[src/spm_consts.vh]
`ifndef SPM_CONSTS_VH
`define SPM_CONSTS_VH

// character size and index of the last edge of a character
`define SPM_CHAR_BITS 8
`define SPM_LAST_EDGE 5'h0f

// master half sck period in mclk cycles, at least three:
// synced miso lags the drive edge by two cycles
`define SPM_SCK_HALF_CYC 4'h4

// receive fifo shape
`define SPM_FIFO_DEPTH 8
`define SPM_FIFO_AW 3

// reset values
`define SPM_RST_CHAR 8'h00
`define SPM_RST_FLAG 1'b0

`endif

[src/spm_sync.v]
module spm_sync #(
  parameter W = 4
) (
  input wire mclk,
  input wire sys_rst,
  input wire [W-1:0] din,
  output wire [W-1:0] dout
);

  reg [W-1:0] meta_ff;
  reg [W-1:0] sync_ff;

  // first stage is read by the second stage only
  always @(posedge mclk) begin
    if (sys_rst) begin
      meta_ff <= {W{1'b1}};
      sync_ff <= {W{1'b1}};
    end else begin
      meta_ff <= din;
      sync_ff <= meta_ff;
    end
  end

  assign dout = sync_ff;

endmodule

[src/spm_fifo.v]
module spm_fifo #(
  parameter W = 8,
  parameter DEPTH = 8,
  parameter AW = 3
) (
  input wire mclk,
  input wire sys_rst,
  input wire [W-1:0] in_data,
  input wire in_valid,
  output wire in_ready,
  output wire [W-1:0] out_data,
  output wire out_valid,
  input wire out_ready
);

  reg [W-1:0] mem [0:DEPTH-1];
  reg [AW-1:0] wptr_ff;
  reg [AW-1:0] rptr_ff;
  reg [AW:0] cnt_ff;
  reg [W-1:0] out_data_ff;
  reg out_valid_ff;

  wire push;
  wire pop;

  assign in_ready = (cnt_ff != DEPTH[AW:0]);
  assign push = in_valid && in_ready;
  // output register refills whenever empty or drained
  assign pop = (cnt_ff != {(AW+1){1'b0}}) && (!out_valid_ff || out_ready);

  always @(posedge mclk) begin
    if (push) begin
      mem[wptr_ff] <= in_data;
    end
  end

  always @(posedge mclk) begin
    if (sys_rst) begin
      wptr_ff <= {AW{1'b0}};
      rptr_ff <= {AW{1'b0}};
      cnt_ff <= {(AW+1){1'b0}};
      out_data_ff <= {W{1'b0}};
      out_valid_ff <= 1'b0;
    end else begin
      if (push) begin
        wptr_ff <= wptr_ff + 1'b1;
      end
      if (pop) begin
        rptr_ff <= rptr_ff + 1'b1;
        out_data_ff <= mem[rptr_ff];
        out_valid_ff <= 1'b1;
      end else if (out_ready) begin
        out_valid_ff <= 1'b0;
      end
      if (push && !pop) begin
        cnt_ff <= cnt_ff + 1'b1;
      end else if (pop && !push) begin
        cnt_ff <= cnt_ff - 1'b1;
      end
    end
  end

  assign out_data = out_data_ff;
  assign out_valid = out_valid_ff;

endmodule

[src/spm_port.v]
// Summary of operation
// - master sck at most half mclk rate
// - eight-bit characters, most significant bit first
// - master select high master, low slave
// - master drives sck, slave receives it
// - slave active only while select is low
// - shift register copied into read buffer
// - overrun only if buffer still unread
// - busy write dropped, collision flag set
// - last bit sets complete flag, interrupt
// - select low in master gives mode fault
// - polarity and phase match both ends
// - master data leads sampling edge half-cycle
// - collision detected in master and slave
`include "spm_consts.vh"

module spm_port (
  input wire mclk,
  input wire sys_rst,
  input wire master_select_bit,
  input wire clk_pol,
  input wire clk_pha,
  input wire transfer_interrupt_enable,
  input wire [7:0] tx_data,
  input wire tx_wr,
  output wire [7:0] rx_data,
  output wire rx_valid,
  input wire rx_ready,
  input wire clr_transfer_complete,
  input wire clr_write_collision,
  input wire clr_mode_fault,
  input wire clr_overrun,
  output wire transfer_complete_flag,
  output wire write_collision_flag,
  output wire mode_fault_flag,
  output wire overrun_flag,
  output wire busy,
  output wire irq,
  input wire sck_in,
  output wire sck_out,
  output wire sck_oe,
  input wire mosi_in,
  output wire mosi_out,
  output wire mosi_oe,
  input wire miso_in,
  output wire miso_out,
  output wire miso_oe,
  input wire ss_n_in
);

  localparam ST_IDLE = 2'h0;
  localparam ST_MASTER = 2'h1;
  localparam ST_SLAVE = 2'h2;

  reg [1:0] st_ff;
  reg [3:0] half_cnt_ff;
  reg [4:0] edge_cnt_ff;
  reg sck_ff;
  reg sck_prev_ff;
  reg [7:0] shift_ff;
  reg out_ff;
  reg [7:0] rx_buf_ff;
  reg rx_buf_vld_ff;
  reg tc_ff;
  reg write_collision_flag_ff;
  reg modf_ff;
  reg ovr_ff;
  reg irq_ff;
  reg busy_ff;
  reg sck_oe_ff;
  reg mosi_oe_ff;
  reg miso_oe_ff;

  wire [3:0] syn;
  wire ss_n_s;
  wire sck_s;
  wire mosi_s;
  wire miso_s;
  wire fifo_in_ready;

  // every pin passes two flip-flops before use
  spm_sync #(
    .W(4)
  ) u_sync (
    .mclk(mclk),
    .sys_rst(sys_rst),
    .din({ss_n_in, sck_in, mosi_in, miso_in}),
    .dout(syn)
  );

  assign ss_n_s = syn[3];
  assign sck_s = syn[2];
  assign mosi_s = syn[1];
  assign miso_s = syn[0];

  // event decode for both roles
  reg tick;
  reg lead_ev;
  reg trail_ev;
  reg sample_ev;
  reg drive_ev;
  reg in_bit;
  reg last_ev;
  reg tx_ok;
  reg done;
  reg [7:0] done_char;
  reg sck_edge;

  always @* begin
    tick = 1'b0;
    lead_ev = 1'b0;
    trail_ev = 1'b0;
    sck_edge = (sck_s != sck_prev_ff);
    if (st_ff == ST_MASTER) begin
      // a toggle never comes faster than every fourth cycle
      tick = (half_cnt_ff == `SPM_SCK_HALF_CYC - 4'h1);
      lead_ev = tick && !edge_cnt_ff[0];
      trail_ev = tick && edge_cnt_ff[0];
    end else if (st_ff == ST_SLAVE) begin
      // slave edges come from the sampled line
      lead_ev = sck_edge && (sck_s != clk_pol);
      trail_ev = sck_edge && (sck_s == clk_pol);
    end
    // phase picks the sampling edge, the other edge drives
    sample_ev = clk_pha ? trail_ev : lead_ev;
    drive_ev = clk_pha ? lead_ev : trail_ev;
    in_bit = (st_ff == ST_MASTER) ? miso_s : mosi_s;
    last_ev = (lead_ev || trail_ev) && (edge_cnt_ff == `SPM_LAST_EDGE);
    done = last_ev;
    done_char = sample_ev ? {shift_ff[6:0], in_bit} : shift_ff;
    // shift register is the only transmit storage
    tx_ok = 1'b0;
    if (st_ff == ST_IDLE) begin
      tx_ok = master_select_bit ? ss_n_s : 1'b1;
    end else if (st_ff == ST_SLAVE) begin
      // phase one slave may reload between characters
      tx_ok = clk_pha && (edge_cnt_ff == 5'h00) && !sck_edge;
    end
  end

  // transfer engine
  always @(posedge mclk) begin
    if (sys_rst) begin
      st_ff <= ST_IDLE;
      half_cnt_ff <= 4'h0;
      edge_cnt_ff <= 5'h00;
      sck_ff <= 1'b0;
      shift_ff <= `SPM_RST_CHAR;
      out_ff <= 1'b0;
    end else begin
      if (tx_wr && tx_ok) begin
        shift_ff <= tx_data;
        out_ff <= tx_data[`SPM_CHAR_BITS-1];
      end else if (sample_ev) begin
        shift_ff <= {shift_ff[6:0], in_bit};
      end
      if (drive_ev && !(tx_wr && tx_ok)) begin
        // leading bit leaves first, one edge before sampling
        out_ff <= sample_ev ? shift_ff[6] : shift_ff[7];
      end
      case (st_ff)
        ST_IDLE: begin
          sck_ff <= clk_pol;
          half_cnt_ff <= 4'h0;
          edge_cnt_ff <= 5'h00;
          if (master_select_bit) begin
            if (tx_wr && tx_ok) begin
              st_ff <= ST_MASTER;
            end
          end else if (!ss_n_s) begin
            st_ff <= ST_SLAVE;
            if (!clk_pha && !tx_wr) begin
              // phase zero: first bit must stand before first edge
              out_ff <= shift_ff[7];
            end
          end
        end
        ST_MASTER: begin
          if (!ss_n_s || !master_select_bit) begin
            // select pulled low: abandon the character
            st_ff <= ST_IDLE;
            sck_ff <= clk_pol;
          end else if (tick) begin
            half_cnt_ff <= 4'h0;
            sck_ff <= ~sck_ff;
            edge_cnt_ff <= edge_cnt_ff + 5'h01;
            if (last_ev) begin
              st_ff <= ST_IDLE;
            end
          end else begin
            half_cnt_ff <= half_cnt_ff + 4'h1;
          end
        end
        ST_SLAVE: begin
          if (ss_n_s || master_select_bit) begin
            // deselect drops a partial character
            st_ff <= ST_IDLE;
            edge_cnt_ff <= 5'h00;
          end else if (lead_ev || trail_ev) begin
            if (last_ev) begin
              edge_cnt_ff <= 5'h00;
            end else begin
              edge_cnt_ff <= edge_cnt_ff + 5'h01;
            end
          end
        end
        default: begin
          st_ff <= ST_IDLE;
        end
      endcase
    end
  end

  // slave edge detector reads the second sync stage only
  always @(posedge mclk) begin
    if (sys_rst) begin
      // same level as the sync reset, so no false edge
      sck_prev_ff <= 1'b1;
    end else begin
      sck_prev_ff <= sck_s;
    end
  end

  // read buffer between shift register and fifo
  wire rx_move;
  assign rx_move = rx_buf_vld_ff && fifo_in_ready;

  always @(posedge mclk) begin
    if (sys_rst) begin
      rx_buf_ff <= `SPM_RST_CHAR;
      rx_buf_vld_ff <= 1'b0;
    end else begin
      if (done && (!rx_buf_vld_ff || rx_move)) begin
        rx_buf_ff <= done_char;
        rx_buf_vld_ff <= 1'b1;
      end else if (rx_move) begin
        rx_buf_vld_ff <= 1'b0;
      end
    end
  end

  spm_fifo #(
    .W(`SPM_CHAR_BITS),
    .DEPTH(`SPM_FIFO_DEPTH),
    .AW(`SPM_FIFO_AW)
  ) u_fifo (
    .mclk(mclk),
    .sys_rst(sys_rst),
    .in_data(rx_buf_ff),
    .in_valid(rx_buf_vld_ff),
    .in_ready(fifo_in_ready),
    .out_data(rx_data),
    .out_valid(rx_valid),
    .out_ready(rx_ready)
  );

  // sticky flags, a set wins over a clear in the same cycle
  wire nxt_tc;
  wire write_collision_flag_set;
  wire modf_set;
  wire ovr_set;

  assign nxt_tc = done || (tc_ff && !clr_transfer_complete);
  assign write_collision_flag_set = tx_wr && !tx_ok;
  assign modf_set = master_select_bit && !ss_n_s;
  // older character kept, newer one lost
  assign ovr_set = done && rx_buf_vld_ff && !fifo_in_ready;

  always @(posedge mclk) begin
    if (sys_rst) begin
      tc_ff <= `SPM_RST_FLAG;
      write_collision_flag_ff <= `SPM_RST_FLAG;
      modf_ff <= `SPM_RST_FLAG;
      ovr_ff <= `SPM_RST_FLAG;
      irq_ff <= 1'b0;
    end else begin
      tc_ff <= nxt_tc;
      write_collision_flag_ff <= write_collision_flag_set || (write_collision_flag_ff && !clr_write_collision);
      modf_ff <= modf_set || (modf_ff && !clr_mode_fault);
      ovr_ff <= ovr_set || (ovr_ff && !clr_overrun);
      irq_ff <= nxt_tc && transfer_interrupt_enable;
    end
  end

  // pin drivers follow role and select
  always @(posedge mclk) begin
    if (sys_rst) begin
      sck_oe_ff <= 1'b0;
      mosi_oe_ff <= 1'b0;
      miso_oe_ff <= 1'b0;
      busy_ff <= 1'b0;
    end else begin
      // master backs off the bus once select goes low
      sck_oe_ff <= master_select_bit && ss_n_s;
      mosi_oe_ff <= master_select_bit && ss_n_s;
      miso_oe_ff <= !master_select_bit && !ss_n_s;
      busy_ff <= !tx_ok;
    end
  end

  assign sck_out = sck_ff;
  assign sck_oe = sck_oe_ff;
  assign mosi_out = out_ff;
  assign mosi_oe = mosi_oe_ff;
  assign miso_out = out_ff;
  assign miso_oe = miso_oe_ff;
  assign transfer_complete_flag = tc_ff;
  assign write_collision_flag = write_collision_flag_ff;
  assign mode_fault_flag = modf_ff;
  assign overrun_flag = ovr_ff;
  assign busy = busy_ff;
  assign irq = irq_ff;

endmodule

[config.mk]
export PLATFORM = sky130hd
export DESIGN_NAME = spm_port
export DESIGN_NICKNAME = d
export VERILOG_FILES = /design/src/spm_sync.v /design/src/spm_fifo.v /design/src/spm_port.v
export VERILOG_INCLUDE_DIRS = /design/src
export SDC_FILE = /design/constraint.sdc
export NUM_CORES = 1
export LEC_CHECK = 0
export BUFFER_PORTS_ARGS = -buffer_cell sky130_fd_sc_hd__buf_2
export CAP_MARGIN = 30
export CORE_ASPECT_RATIO = 0.9
export CORE_MARGIN = 2
export CORE_UTILIZATION = 40
export CTS_CLUSTER_SIZE = 30
export DETAILED_ROUTE_END_ITERATION = 12
export PLACE_DENSITY = 0.71
export SLEW_MARGIN = 5
export SYNTH_ARGS = -nofsm -noshare
export SYNTH_HDL_FRONTEND = slang
export SYNTH_SLANG_ARGS = --single-unit
[constraint.sdc]
create_clock -name mclk -period 2.3 [get_ports mclk]
set_input_delay 0.115 -clock mclk [delete_from_list [all_inputs] [get_ports mclk]]
set_output_delay 0.115 -clock mclk [all_outputs]
set_load 0.01 [all_outputs]
==> metrics list <==
* CP Capture Type: flop
- After synthesis, the largest family of logic cells by area is simple AND/OR/NAND/NOR gates.
- Layout cell share with drive strength beyond 1: 0.280
* Overall Global Routing Usage: 0.152
* Critical path launch point type: flop
- Setup repair after global routing could not meet its margin everywhere.
* Met2 Track Usage GR: 0.249
- Number of hold violations in the final report: 0
- The first global-routing pass estimated approximately 17,000 um of wire.
- Synthesis produced a netlist whose cell count is 427.
- The path class of the tightest hold or removal check is in -> reg.
- Measured in cells, the most critical reg-to-reg path has a length of 11.
- Of the total synthesized cell area, the portion taken by AND, OR, NAND and NOR gates is 0.128.
- Sequential share of the synthesized area: 0.592
- Along the worst path, the maximum fanout reaches 5.
- Leading cell types by total area after synthesis: edfxtp_1 (35%), dfxtp_1 (24%), mux4_2 (6.6%), mux2i_1 (4.0%), nor2_1 (3.2%)
* Placed cell areas: 5940 um2
* Synthesis-to-layout area growth: 23.1%
* XOR/XNOR share of the synthesized area: 0.0160
- Tightest Pin Transition: approximately 0.60 ns
- In the routed layout, each cell is associated on average with a via count of approximately 5.
* Clk pin slew, worst setup/hold paths: roughly 0.06 ns
* Top FF cell, synth: dfxtp_1
* FF-to-FF End: u_fifo.cnt_ff[3]
- Multiplexer share of the synthesized area: 0.109
- The die covers 14,600 um2.
- After global routing, the most crowded layer is met2.
* Type of the worst setup path: reg -> reg
* Clock H-tree levels: 4
* Skew-Pair Late Insertion Delay: roughly 0.41 ns
- Fraction of the cycle the final worst path needs: 0.974
* Filler cells: 1,151
- The first routing iteration left 215 violations.
- Max Fclk: about 450 MHz
- CP Data Arrival Time: 2.58 ns
- Across the run, the number of max-cap violations was 0.
- Number of design rule violations left after detail routing: 0
* Required time of the worst setup path: between 2 and 3 ns
- The synthesized netlist occupies a cell area of ~5500 um2.
- Measured along the y axis, the die boundary spans around 110 um.
* First-pass detailed-route iteration total: 4
- Design area: between 6000 and 7000 um2
- Worst hold path stage count: 3
- Critical hold path startpoint: tx_data[3]
- Entering global routing, the biggest net connects 25 pins.
- The share of synthesized area in the top cell type comes to 0.351.
* Overall routed net length: 10,400 um
- Wire per inst: roughly 15 um
- The count of nets left with antenna violations once routing finished came out at 0.
* Total via count after detailed routing: around 3,500
* Leakage: 2.48 nW
- Ports: 45
- Setup violations remaining at the end of the flow were counted as 0.
- Outcome: finished, final reports clean
- Synth Area in Compound Gates: 0.0884
* Library cell used as clock root buffer: clkbuf_16
* Average size of a mapped cell: 12.8 um2
- Counting flops and latches in the post-synthesis netlist gives 130.
- The floorplan has 40 rows.
* Buffers from clock root to sink, at most: 2
- HPWL Detailed: 7050 um
- The worst register-to-register path has a setup slack of 0.06 ns.
* Quantity of I/O buffers inserted on ports: 44
- Normalized max-slew margin: 0.598
* Clk sinks: 130
* Pwr dens: 1040 nW/um2
- RD Place Congestion: 0.752
* Worst ir drop on vdd: 0.563 mV
- For met1 alone, demand over resource in global routing was 0.195.
- Starting utilization of the core area: 0.410
- Number of antenna violations at the first check in global routing: 0
- TritonCTS built the clock tree.
- Core area: between 10,000 and 15,000 um2
* Met3 Use GR: 0.0409
- edfxtp_1 takes more of the synthesized area than any other cell.
- Number of different library cells in the post-synthesis netlist: 59
- Vias in the first global route: between 3,000 and 4,000
* Total nets after synthesis: 465
- Of the total synthesized cell area, the portion taken by full adders, half adders and majority gates is 0.0334.
* Hold WS: 0.00447 ns
- Counting flops with a built-in enable in the synthesized netlist gives 64.
- Die Wd: 127 um
* Max-slew violation count: 0
* Max Clock Skew: 0.00664 ns
- Clock tree synthesis inserted a total of 17 buffers.
* Share of synthesized registers carrying an async set or reset: 0
- Subtracting the final worst setup slack from the clock period gives between 2 and 2.5 ns.
- For hold timing, the worst endpoint is shift_ff[3].
- For this run, the post-layout net count is 539.
- The Yosys step of the flow raised 0 warnings.
* Sum of overflow across all layers after global routing: 0
* Startpoint of the lowest-slack register-to-register path: u_fifo.cnt_ff[3]
- The number of antenna diodes in the final layout is 0.
-- area by class of cell --
class                      instances  area, um2  area share
timing repair buffer              81        533      0.0791
clock inverter                    14        165      0.0245
sequential                       130       3250       0.482
multi-input combinational        259       2110       0.313
clock buffer                      18        429      0.0637
inverter                          12       45.0     0.00668
tap                              168        210      0.0312
-- synthesized netlist by cell type (all sizes together) (3+ instances only) --
master	number
or3	3
buf	16
and3	5
inv	12
nor3b	5
clkbuf	10
and2	3
edfxtp	64
nor2b	5
o21ai	5
nand2b	9
or2	12
dfxtp	66
a21o	3
mux2i	22
ha	13
nor2	48
nand2	16
a21oi	15
mux4	16
xnor2	5
xor2	5
nand3	4
nor3	5
a211oi	23
-- cell families after synthesis --
logic type | after synthesis
compound gates | 66
xor+xnor | 10
fa+ha+maj | 14
buf+inv | 38
flops | 130
mux | 39
simple gates | 130
-- cells in the final DEF (no fill, tap or decap), types with 4 or more instances in the layout --
master	instances
nand2b_1	9
inv_1	10
mux4_2	16
nor3b_1	4
buf_4	21
dlygate4sd3_1	15
xor2_1	5
nand3_1	4
a211oi_1	23
and3_1	5
clkinv_2	4
clkbuf_16	17
clkinvlp_4	5
buf_2	45
dfxtp_2	4
a21oi_1	13
xnor2_1	4
nor3_1	4
ha_1	12
or2_2	9
edfxtp_1	64
nor2b_1	4
nor2_1	47
dfxtp_1	62
nand2_1	15
mux2i_1	22
-- power by group --
group          switching (W)  internal [W]  leakage [nW]
combinational       0.000806      0.000777          1.07
sequential          0.000136       0.00260          1.13
clock               0.000982       0.00170         0.278
total                0.00192       0.00507          2.48
-- worst max path at each step --
stage	slack [ns]	startpoint	cells after the start	end
after global routing	-0.07	u_fifo.cnt_ff[3]	11	u_fifo.cnt_ff[3]
after CTS	0.02	u_fifo.cnt_ff[3]	11	u_fifo.cnt_ff[3]
after floorplan	0.01	u_fifo.cnt_ff[3]	12	u_fifo.cnt_ff[3]
after detailed placement	0.03	u_fifo.cnt_ff[3]	11	u_fifo.cnt_ff[3]
final	0.06	u_fifo.cnt_ff[3]	11	u_fifo.cnt_ff[3]
after global placement	0.12	u_fifo.cnt_ff[3]	11	u_fifo.cnt_ff[3]
-- registers in the layout, summed over array words and instances (netlist names), 2 cells and up --
name and flops:
rx_buf_ff 8, shift_ff 8, u_fifo.cnt_ff 4, u_fifo.out_data 8, u_sync.dout 4, u_fifo.mem 64
u_fifo.rptr_ff 3, st_ff 2, u_fifo.wptr_ff 3, half_cnt_ff 4, u_sync.meta_ff 4, edge_cnt_ff 5
-- per-layer routing --
metal	part of all wire	vias up
met5	0	-
met3	0.040	10
met2	0.48	59
li1	-	1723
met4	0.010	0
met1	0.47	1678
-- stage by stage --
step                      instances   util  TNS (ns)  power (W)  worst slack [ns]
after floorplan                 427      -         0    0.00390            0.0137
after global placement          632  0.444         0    0.00420             0.123
after detailed placement        633  0.444         0    0.00425            0.0343
after CTS                       680  0.500         0    0.00696            0.0192
after global routing            682  0.504   -0.0655    0.00734           -0.0655
final                           682  0.504         0    0.00699            0.0598
-- repair_timing --
action | in CTS | in global routing
endpoints found under the setup margin | 0 | 16
endpoints found under the hold margin | 15 | 0
buffers inserted | 0 | 2
hold buffers | 15 | 0
gates resized for setup | 0 | 10
-- worst max-delay path, cell delays in order (launching register included) --
cell and delay (ns):
dfxtp_2 0.36, nor4_4 0.32, nor2b_2 0.09, inv_2 0.07, ha_4 0.14, inv_2 0.05, ha_1 0.27, a21o_1 0.19
a21oi_2 0.16, xnor2_2 0.09, or3_1 0.32, a21oi_2 0.12
Note: power is estimated with default switching activity, not from simulation.
